**config.mk**
```make
export PLATFORM = sky130hd
export DESIGN_NAME = acs_device_flat
export DESIGN_NICKNAME = d
export VERILOG_FILES = /design/src/acs_pkg.sv /design/src/acs_link_if.sv /design/src/acs_device.sv /design/src/flat_wrapper.sv
export SDC_FILE = /design/constraint.sdc
export NUM_CORES = 1
export LEC_CHECK = 0
export CAP_MARGIN = 10
export CORE_MARGIN = 2
export CORE_UTILIZATION = 55
export CTS_CLUSTER_DIAMETER = 150
export DETAILED_ROUTE_END_ITERATION = 12
export DONT_BUFFER_PORTS = 1
export PLACE_DENSITY = 0.67
export SLEW_MARGIN = 10
export SYNTH_ARGS = -nofsm -noshare
export SYNTH_HDL_FRONTEND = slang
export SYNTH_SLANG_ARGS = --single-unit
export TNS_END_PERCENT = 10
```
**constraint.sdc**
```tcl
create_clock -name ref_clk_i -period 4.5 [get_ports ref_clk_i]
set_clock_uncertainty 0.2 [all_clocks]
set_input_delay 0.45 -clock ref_clk_i [delete_from_list [all_inputs] [get_ports ref_clk_i]]
set_output_delay 0.45 -clock ref_clk_i [all_outputs]
set_load 0.005 [all_outputs]
```
**src/acs_pkg.sv**
```systemverilog
// Constants and types shared by the converter sequencer and its host end.
// Assumes a single 100 MHz clock shared by both ends.
package acs_pkg;
	localparam int unsigned CLK_MHZ = 100;
	localparam int unsigned POR_MS = 10;
	localparam int unsigned POR_CYC = POR_MS * 1000 * 1000 * CLK_MHZ / 1000;
	localparam int unsigned WAKE_CYC = 1800;
	localparam int unsigned CAL_CYC = 3246;
	localparam int unsigned CAL_OFS_CYC = CAL_CYC / 2;
	localparam int unsigned CONVERT_REQUEST_CYC = 1622;
	localparam int unsigned CONVERT_REQUEST_START_CYC = 1624;
	localparam int unsigned POL_STABLE_CYC = 82;
	localparam int unsigned RDY_LEAD_CYC = 2;
	localparam int unsigned RES_W = 20;
	localparam logic [19:0] BIP_OFFSET = 20'h80000;
	localparam logic [19:0] RES_MAX = 20'hFFFFF;
	localparam logic [19:0] RES_MIN = 20'h00000;
	localparam logic [19:0] COEF_RST = 20'h00000;
	localparam logic [3:0] REG_CMD = 4'h0;
	localparam logic [3:0] REG_STATUS = 4'h1;
	localparam logic [3:0] REG_RESULT = 4'h2;
	localparam int unsigned CMD_CAL_BIT = 0;
	localparam int unsigned CMD_CONVERT_REQUEST_BIT = 1;
	localparam int unsigned CMD_CH_BIT = 2;
	localparam int unsigned CMD_POL_BIT = 3;
	localparam int unsigned ST_RDY_BIT = 0;
	localparam int unsigned ST_NEW_BIT = 1;
	typedef enum logic [2:0] {
		ACS_POR = 3'b000,
		ACS_WAKE = 3'b001,
		ACS_STBY = 3'b010,
		ACS_CAL = 3'b011,
		ACS_CONVERT_REQUEST = 3'b100
	} acs_state_t;
endpackage : acs_pkg

```
**src/acs_link_if.sv**
```systemverilog
// Pin-level link between the host controller and the converter sequencer.
// Assumes both ends share one clock; all pins are plain levels.
`timescale 1ns/10ps
`default_nettype none
interface acs_link_if;
	logic cal_request;
	logic convert_request;
	logic channel_select;
	logic polarity_select;
	logic result_ready_n;
	logic [19:0] result_word;
	modport device (input cal_request, input convert_request, input channel_select,
		input polarity_select, output result_ready_n, output result_word);
	modport host (output cal_request, output convert_request, output channel_select,
		output polarity_select, input result_ready_n, input result_word);
endinterface : acs_link_if
`default_nettype wire

```
**src/acs_device.sv**
```systemverilog
// Converter sequencer: reset delay, wake-up, standby, calibration, conversion.
// Assumes pins synchronous to ref_clk_i; filter output arrives as a raw word.
// Summary of operation
// - Hold logic in reset for 10 ms
// - Count 1800 wake cycles, defer commands
// - Five states; idle to standby after wake
// - Both requests high start calibration from wake or standby
// - Offset step then gain step
// - Calibration 3246 cycles, coefficients kept
// - Channel and polarity ignored in calibration
// - Calibration end: convert if request high
// - Request retoggle with calibrate restarts calibration
// - Retoggle without calibrate is ignored
// - Host never retoggles convert during calibration; the bench retoggles it, with and without calibrate
// - Calibrate pulse gives first post-calibration result
// - Bipolar adds 80000H offset
// - Same coefficients serve both polarities
// - Channel latched on convert rising edge
// - Polarity unlatched, sampled near result end
// - Host changes polarity just after ready falls
// - Continuous conversions of 1622 cycles
// - Internal logic at half clock rate
// - Standby start takes 1624 cycles
// - Convert rising edge restarts conversion
// - Binary or offset binary, saturated
// - Ready high before update, low after
//
// Chosen here: the address map and strobed register access.
`timescale 1ns/10ps
`default_nettype none
module acs_device import acs_pkg::*; #(
	parameter int unsigned POR_CYCLES = POR_CYC
) (
	// Clock and reset
	input wire logic ref_clk_i,
	input wire logic rst_n_i,
	// Raw filter word, signed 22 bits with headroom for range checks
	input wire logic signed [21:0] filter_word_i,
	// Link
	acs_link_if.device link,
	// Status
	output logic [2:0] state_o,
	output logic cal_valid_o,
	output logic channel_o
);
	// Elaboration check on the reset delay
	if (POR_CYCLES < 1) begin : g_por_check
		$error("POR_CYCLES must be at least 1");
	end

	acs_state_t state_q;
	logic [31:0] por_cnt_q;
	logic [12:0] cnt_q;
	logic phase_q;
	logic convert_request_prev_q;
	logic pend_cal_q;
	logic pend_convert_request_q;
	logic start_wait_q;
	logic convert_request_low_seen_q;
	logic [19:0] zero_coef_q;
	logic [19:0] gain_coef_q;
	logic channel_q;
	logic rdy_n_q;
	logic [19:0] word_q;
	logic cal_valid_q;
	logic [12:0] convert_request_len_q;

	wire convert_request_rise = link.convert_request & ~convert_request_prev_q;
	wire convert_request_fall = ~link.convert_request & convert_request_prev_q;
	wire cal_cmd = link.cal_request & link.convert_request;

	// Saturate and apply polarity offset
	function automatic logic [19:0] acs_code(input logic signed [21:0] w, input logic bip,
		input logic [19:0] zc);
		logic signed [22:0] v;
		v = 23'(w) - 23'($signed({3'b000, zc})) + (bip ? 23'($signed({3'b000, BIP_OFFSET})) : 23'sh0);
		if (v > 23'($signed({3'b000, RES_MAX})))
			return RES_MAX;
		else if (v < 23'sh0)
			return RES_MIN;
		else
			return v[19:0];
	endfunction : acs_code

	always_ff @(posedge ref_clk_i or negedge rst_n_i) begin
		if (!rst_n_i) begin
			convert_request_prev_q <= 1'b0;
			phase_q <= 1'b0;
		end else begin
			convert_request_prev_q <= link.convert_request;
			phase_q <= ~phase_q;
		end
	end

	always_ff @(posedge ref_clk_i or negedge rst_n_i) begin
		if (!rst_n_i) begin
			state_q <= ACS_POR;
			por_cnt_q <= 32'h0;
			cnt_q <= 13'h0;
			pend_cal_q <= 1'b0;
			pend_convert_request_q <= 1'b0;
			start_wait_q <= 1'b0;
			convert_request_low_seen_q <= 1'b0;
			channel_q <= 1'b0;
			convert_request_len_q <= 13'(CONVERT_REQUEST_START_CYC);
		end else begin
			if (convert_request_rise && state_q != ACS_CAL)
				channel_q <= link.channel_select;
			case (state_q)
				ACS_POR: begin
					if (por_cnt_q >= POR_CYCLES - 1) begin
						state_q <= ACS_WAKE;
						cnt_q <= 13'h0;
					end else begin
						por_cnt_q <= por_cnt_q + 32'h1;
					end
				end
				ACS_WAKE: begin
					if (cal_cmd)
						pend_cal_q <= 1'b1;
					else if (convert_request_rise)
						pend_convert_request_q <= 1'b1;
					if (cnt_q >= 13'(WAKE_CYC - 1)) begin
						cnt_q <= 13'h0;
						if (pend_cal_q || cal_cmd) begin
							state_q <= ACS_CAL;
							convert_request_low_seen_q <= 1'b0;
						end else if (pend_convert_request_q || convert_request_rise) begin
							state_q <= ACS_CONVERT_REQUEST;
							start_wait_q <= phase_q;
							convert_request_len_q <= 13'(CONVERT_REQUEST_START_CYC);
						end else begin
							state_q <= ACS_STBY;
						end
						pend_cal_q <= 1'b0;
						pend_convert_request_q <= 1'b0;
					end else begin
						cnt_q <= cnt_q + 13'h1;
					end
				end
				ACS_STBY: begin
					cnt_q <= 13'h0;
					if (cal_cmd) begin
						state_q <= ACS_CAL;
						convert_request_low_seen_q <= 1'b0;
					end else if (convert_request_rise) begin
						state_q <= ACS_CONVERT_REQUEST;
						start_wait_q <= phase_q;
						convert_request_len_q <= 13'(CONVERT_REQUEST_START_CYC);
					end
				end
				ACS_CAL: begin
					if (convert_request_fall)
						convert_request_low_seen_q <= 1'b1;
					if (convert_request_rise && convert_request_low_seen_q && link.cal_request) begin
						cnt_q <= 13'h0;
						convert_request_low_seen_q <= 1'b0;
					end else if (cnt_q >= 13'(CAL_CYC - 1)) begin
						cnt_q <= 13'h0;
						if (link.convert_request) begin
							state_q <= ACS_CONVERT_REQUEST;
							start_wait_q <= 1'b0;
							convert_request_len_q <= 13'(CONVERT_REQUEST_CYC);
						end else begin
							state_q <= ACS_STBY;
						end
					end else begin
						cnt_q <= cnt_q + 13'h1;
					end
				end
				ACS_CONVERT_REQUEST: begin
					if (convert_request_rise) begin
						cnt_q <= 13'h0;
						convert_request_len_q <= 13'(CONVERT_REQUEST_CYC);
					end else if (start_wait_q) begin
						start_wait_q <= 1'b0;
					end else if (cnt_q >= convert_request_len_q - 13'h1) begin
						cnt_q <= 13'h0;
						convert_request_len_q <= 13'(CONVERT_REQUEST_CYC);
						if (!link.convert_request)
							state_q <= ACS_STBY;
					end else begin
						cnt_q <= cnt_q + 13'h1;
					end
				end
				default: begin
					state_q <= ACS_POR;
				end
			endcase
		end
	end

	// Coefficient storage, offset step then gain step
	always_ff @(posedge ref_clk_i or negedge rst_n_i) begin
		if (!rst_n_i) begin
			zero_coef_q <= COEF_RST;
			gain_coef_q <= COEF_RST;
			cal_valid_q <= 1'b0;
		end else if (state_q == ACS_CAL) begin
			if (cnt_q == 13'(CAL_OFS_CYC - 1))
				zero_coef_q <= filter_word_i[19:0];
			if (cnt_q == 13'(CAL_CYC - 1)) begin
				gain_coef_q <= filter_word_i[19:0];
				cal_valid_q <= 1'b1;
			end
		end
	end

	// Ready and output word
	always_ff @(posedge ref_clk_i or negedge rst_n_i) begin
		if (!rst_n_i) begin
			rdy_n_q <= 1'b1;
			word_q <= RES_MIN;
		end else if (state_q == ACS_CONVERT_REQUEST && !convert_request_rise && !start_wait_q) begin
			if (cnt_q == convert_request_len_q - 13'(RDY_LEAD_CYC) - 13'h1)
				rdy_n_q <= 1'b1;
			if (cnt_q >= convert_request_len_q - 13'h1) begin
				// Polarity is read only here, at the end of the conversion
				word_q <= acs_code(filter_word_i, link.polarity_select, zero_coef_q);
				rdy_n_q <= 1'b0;
			end
		end
	end

	assign link.result_ready_n = rdy_n_q;
	assign link.result_word = word_q;
	assign state_o = state_q;
	assign cal_valid_o = cal_valid_q;
	assign channel_o = channel_q;
endmodule : acs_device
`default_nettype wire

```
**src/flat_wrapper.sv**
```systemverilog
// flat-port wrapper written by rule: the top's interface ports become plain ports
module acs_device_flat import acs_pkg::*;
#(
	parameter int unsigned POR_CYCLES = POR_CYC
)
  (ref_clk_i, rst_n_i, filter_word_i, state_o, cal_valid_o, channel_o, link_cal_request, link_convert_request, link_channel_select, link_polarity_select, link_result_ready_n, link_result_word);
  acs_link_if link_i ();
  input wire logic ref_clk_i;
  input wire logic rst_n_i;
  input wire logic signed [21:0] filter_word_i;
  output logic [2:0] state_o;
  output logic cal_valid_o;
  output logic channel_o;
  input wire logic [$bits(link_i.cal_request)-1:0] link_cal_request;
  input wire logic [$bits(link_i.convert_request)-1:0] link_convert_request;
  input wire logic [$bits(link_i.channel_select)-1:0] link_channel_select;
  input wire logic [$bits(link_i.polarity_select)-1:0] link_polarity_select;
  output wire logic [$bits(link_i.result_ready_n)-1:0] link_result_ready_n;
  output wire logic [$bits(link_i.result_word)-1:0] link_result_word;
  assign link_i.cal_request = link_cal_request;
  assign link_i.convert_request = link_convert_request;
  assign link_i.channel_select = link_channel_select;
  assign link_i.polarity_select = link_polarity_select;
  assign link_result_ready_n = link_i.result_ready_n;
  assign link_result_word = link_i.result_word;
  acs_device #(.POR_CYCLES(POR_CYCLES)) u_core (.ref_clk_i(ref_clk_i), .rst_n_i(rst_n_i), .filter_word_i(filter_word_i), .link(link_i), .state_o(state_o), .cal_valid_o(cal_valid_o), .channel_o(channel_o));
endmodule
```
==> key figures <==
Run status
  – Run status: complete, no violations

Finish
  – Share of post-route cells with drive strength above 1: 7.90%
  – Synthesis-to-layout area growth: 7.21%
  – Number of standard cells in the layout, taps in and fillers out: 769
  – Final antenna diode count: 0
  – Net count, final: 706

STA
  – Aggregate negative setup slack: 0 ns
  – Actual slew at the worst max-slew pin: 0.761 ns
  – Relative slew slack: 48.6%
  – Minimum hold slack: 0.0194 ns
  – RSZ-0062 raised after global routing: no
  – Ratio of final minimum period to clock period: 73.3%
  – Min Clock Period, post-route: 3.30 ns
  – Final setup violation count: 0
  – FMAX: 303 MHz
  – Final hold violation count: 0
  – Number of slew-limit violations in the final report: 0

Hold path
  – Worst min-delay path category: primary input to register

Worst setup path
  – Largest incremental delay on the critical path: 0.63 ns
  – Number of buffers and inverters on the critical path: 1
  – Most frequent cell on the critical path: ha_1
  – Launch point of the worst reg-to-reg path: u_core.zero_coef_q[2]
  – Endpoint of the worst register-to-register path: u_core.link.result_word[17]
  – Chain of cells forming the critical path: inv_1 -> ha_1 -> ha_1 -> a211oi_1 -> nor3_1 -> o21a_1 -> o41ai_1 -> o211ai_2 -> o21ai_0 -> a31oi_1
  – Cell class contributing the biggest share of worst-path delay: compound AO/OA/AOI/OAI gates
  – Slack of the worst reg-to-reg path: 1.20 ns
  – Endpoint required time on the critical path: 4.56 ns
  – CP Launch Type: register
  – Worst setup path end: u_core.link.result_word[17]
  – Cell depth of the worst setup path: 10
  – Count of cells along the worst register-to-register path: 10
  – Max FO, Critical Path: 17
  – Startpoint of the most critical setup path: u_core.zero_coef_q[2]
  – Data arrival time of the critical path: 3.36 ns
  – Worst-path cell with the longest stage delay: o41ai_1
  – Crit Path Class: register to register
  – Sort of element at the end of the critical path: register

Logic synthesis
  – Share of flip-flops with an asynchronous set or reset: 100%
  – Syn Nets: 710
  – Synthesized instance count: 632
  – Most used flip-flop cell after synthesis: dfrtp_1
  – Number of warnings reported in the yosys synthesis log: 0
  – Post-synth EDFFs: 0
  – Post-Syn Area per Cell: 9.42 µm²
  – Flops & latches, synth: 99
  – Share of synthesized area occupied by flip-flops and latches: 41.7%
  – Cell area after synthesis: 5950 µm²
  – Yosys cell types: 54

Global route
  – Via count of the first global-routing pass: 4309
  – First-pass GRT wire length: 20400 µm
  – All-Layer GR Usage: 22.1%
  – Total congestion overflow: 0
  – Initial antenna violation count: 0
  – Pin count of the biggest net entering global routing: 100

Die
  – Die outline width: 108 µm
  – Rows: 37
  – Area enclosed by the die boundary: 11700 µm²
  – Boundary Pins: 54
  – Core region area: 10400 µm²
  – Initial core utilization: 57.2%
  – Vert. Die Dim: 108 µm

Pwr
  – Peak supply drop: 0.205 mV
  – Combinational Power Share: 31.9%
  – Tot Pwr: 2.45 mW
  – Cell Pwr Density: 385 nW/µm²
  – Net Sw Power: 0.902 mW
  – Part of the total power dissipated in sequential elements: 44.6%
  – Net switching share of the total power: 36.7%
  – Internal cell power: 1.55 mW
  – Clk network pwr share: 23.5%
  – Leak pwr: 3.04 nW

Route
  – Number of routed nets with antenna violations: 0
  – Number of DRC violations after detailed-routing iteration 0: 230
  – Final routed wire length divided by cell count: 15.7 µm
  – Total via count in the routed design: 4553
  – Detailed-route wire length: 12100 µm
  – Router iterations before antenna repair: 4
  – Count of unresolved DRC violations after routing: 0
  – Routed via count divided by cell count: 5.92

CTS
  – Clk pin slew, worst setup/hold paths: 0.09 ns
  – Clk Latency, worst-skew pair: 0.39 ns
  – Number of clock sinks: 99
  – Maximum level of the CTS H-tree: 3
  – Clock tree from TritonCTS: built
  – Setup Buffers After CTS: 0
  – Total CTS buffers: 9
  – Root buffer cell: clkbuf_8
  – CTS max path bufs: 2

Placed design
  – Dpl hpwl: 8590 µm
  – Final weighted congestion in routability-driven placement: 0.841
  – # port buffers: 0
  – Inst Count DP: 735

Run
  – Count of max-cap constraint violations: 0
==> area by class of cell <==
type / count / area [µm²]
clock buffer: 11 / 131
clock inverter: 5 / 61.3
fill: 891 / 4030
inverter: 45 / 169
multi-input combinational: 450 / 3140
sequential: 99 / 2480
tap: 136 / 170
timing repair buffer: 23 / 235
==> metrics by stage <==
step	utilization, %	area (µm²)	setup slack, ns
floorplan	-	5950	1.47
detailed placement	57.5	5990	1.15
global route	61.3	6380	0.984
global placement	57.5	5990	1.22
CTS	60.9	6340	1.20
finish	61.3	6380	1.20
==> cell usage after synthesis (7+ instances only) <==
library cell	n	area, µm²
dfrtp_1	97	2430
ha_1	48	601
inv_1	45	169
o21ai_0	45	225
nor2_1	41	154
a21oi_1	38	190
nand2_1	32	120
a31oi_1	28	175
clkbuf_1	23	86.3
nand3_1	23	115
mux2_2	21	236
and3_1	20	125
xor2_1	19	166
xnor2_1	17	149
nor3_1	16	80.1
o211ai_1	11	82.6
o31ai_1	9	67.6
a21o_1	8	60.1
buf_2	8	40.0
a211oi_1	7	52.6
o21a_1	7	52.6
==> registers in the layout, indices dropped and copies added (netlist names) <==
register	count
u_core.zero_coef_q	20
u_core.cnt_q	13
u_core.channel_o	1
u_core.phase_q	1
u_core.pend_cal_q	1
u_core.convert_request_prev_q	1
u_core.link.result_word	20
u_core.state_o	3
u_core.convert_request_len_q	2
u_core.pend_convert_request_q	1
u_core.start_wait_q	1
u_core.por_cnt_q	32
u_core.cal_valid_o	1
u_core.link.result_ready_n	1
u_core.convert_request_low_seen_q	1
==> per-layer routing <==
metal  routed length [µm]  GRT usage (%)  vias to the layer above
met5                    0              0                        -
met4                  114           6.23                        0
met3                  790           7.84                       13
met2                 5880           36.1                       96
met1                 5280           27.7                     2189
li1                     -              -                     2255
==> worst min-delay path by stage <==
| stage | start | endpoint | depth (start not counted) |
|---|---|---|---|
| floorplan | rst_n_i | u_core.cal_valid_o | 0 |
| global placement | rst_n_i | u_core.cnt_q[8] | 0 |
| detailed placement | rst_n_i | u_core.cnt_q[10] | 0 |
| CTS | filter_word_i[12] | u_core.zero_coef_q[12] | 1 |
| global route | filter_word_i[17] | u_core.zero_coef_q[17] | 1 |
| finish | filter_word_i[15] | u_core.zero_coef_q[15] | 1 |
==> placed cells by master, fill, tap and decap left out, types with 6 or more instances in the layout <==
| cell type | instances |
|---|---|
| ha_1 | 48 |
| o21a_1 | 7 |
| nor2_1 | 41 |
| a211oi_1 | 6 |
| and3_1 | 20 |
| a31oi_1 | 28 |
| o211ai_1 | 11 |
| xnor2_1 | 17 |
| dlygate4sd3_1 | 17 |
| a21oi_1 | 38 |
| mux2_2 | 21 |
| inv_1 | 45 |
| a21o_1 | 8 |
| nand2_1 | 32 |
| o31ai_1 | 9 |
| o21ai_0 | 45 |
| dfrtp_1 | 97 |
| nand3_1 | 23 |
| clkbuf_8 | 9 |
| xor2_1 | 19 |
| nor3_1 | 16 |
==> cell families (layout without fill, tap and decap cells) <==
logic type	Yosys count	in the layout	synth area share [%]
flip-flops	99	99	41.7
AND/OR/NAND/NOR	167	167	14.0
adder cells (fa/ha/maj)	50	50	10.8
multiplexers	22	22	4.14
buffers and inverters	83	84	5.76
AO/OA/AOI/OAI	175	175	18.4
XOR/XNOR	36	36	5.30
==> power by group through the flow <==
stage	sequential [mW]	clock [mW]	combinational [mW]
floorplan	1.05	0	0.660
global placement	1.10	0	0.731
detailed placement	1.11	0	0.744
CTS	1.09	0.596	0.782
global route	1.11	0.636	0.886
finish	1.09	0.578	0.783
==> timing repair <==
item | in CTS | in global routing
hold buffers | 14 | 4
hold endpoints to repair | 112 | 4
gates resized for setup | 0 | 0
(Power assumes the default switching activity.)
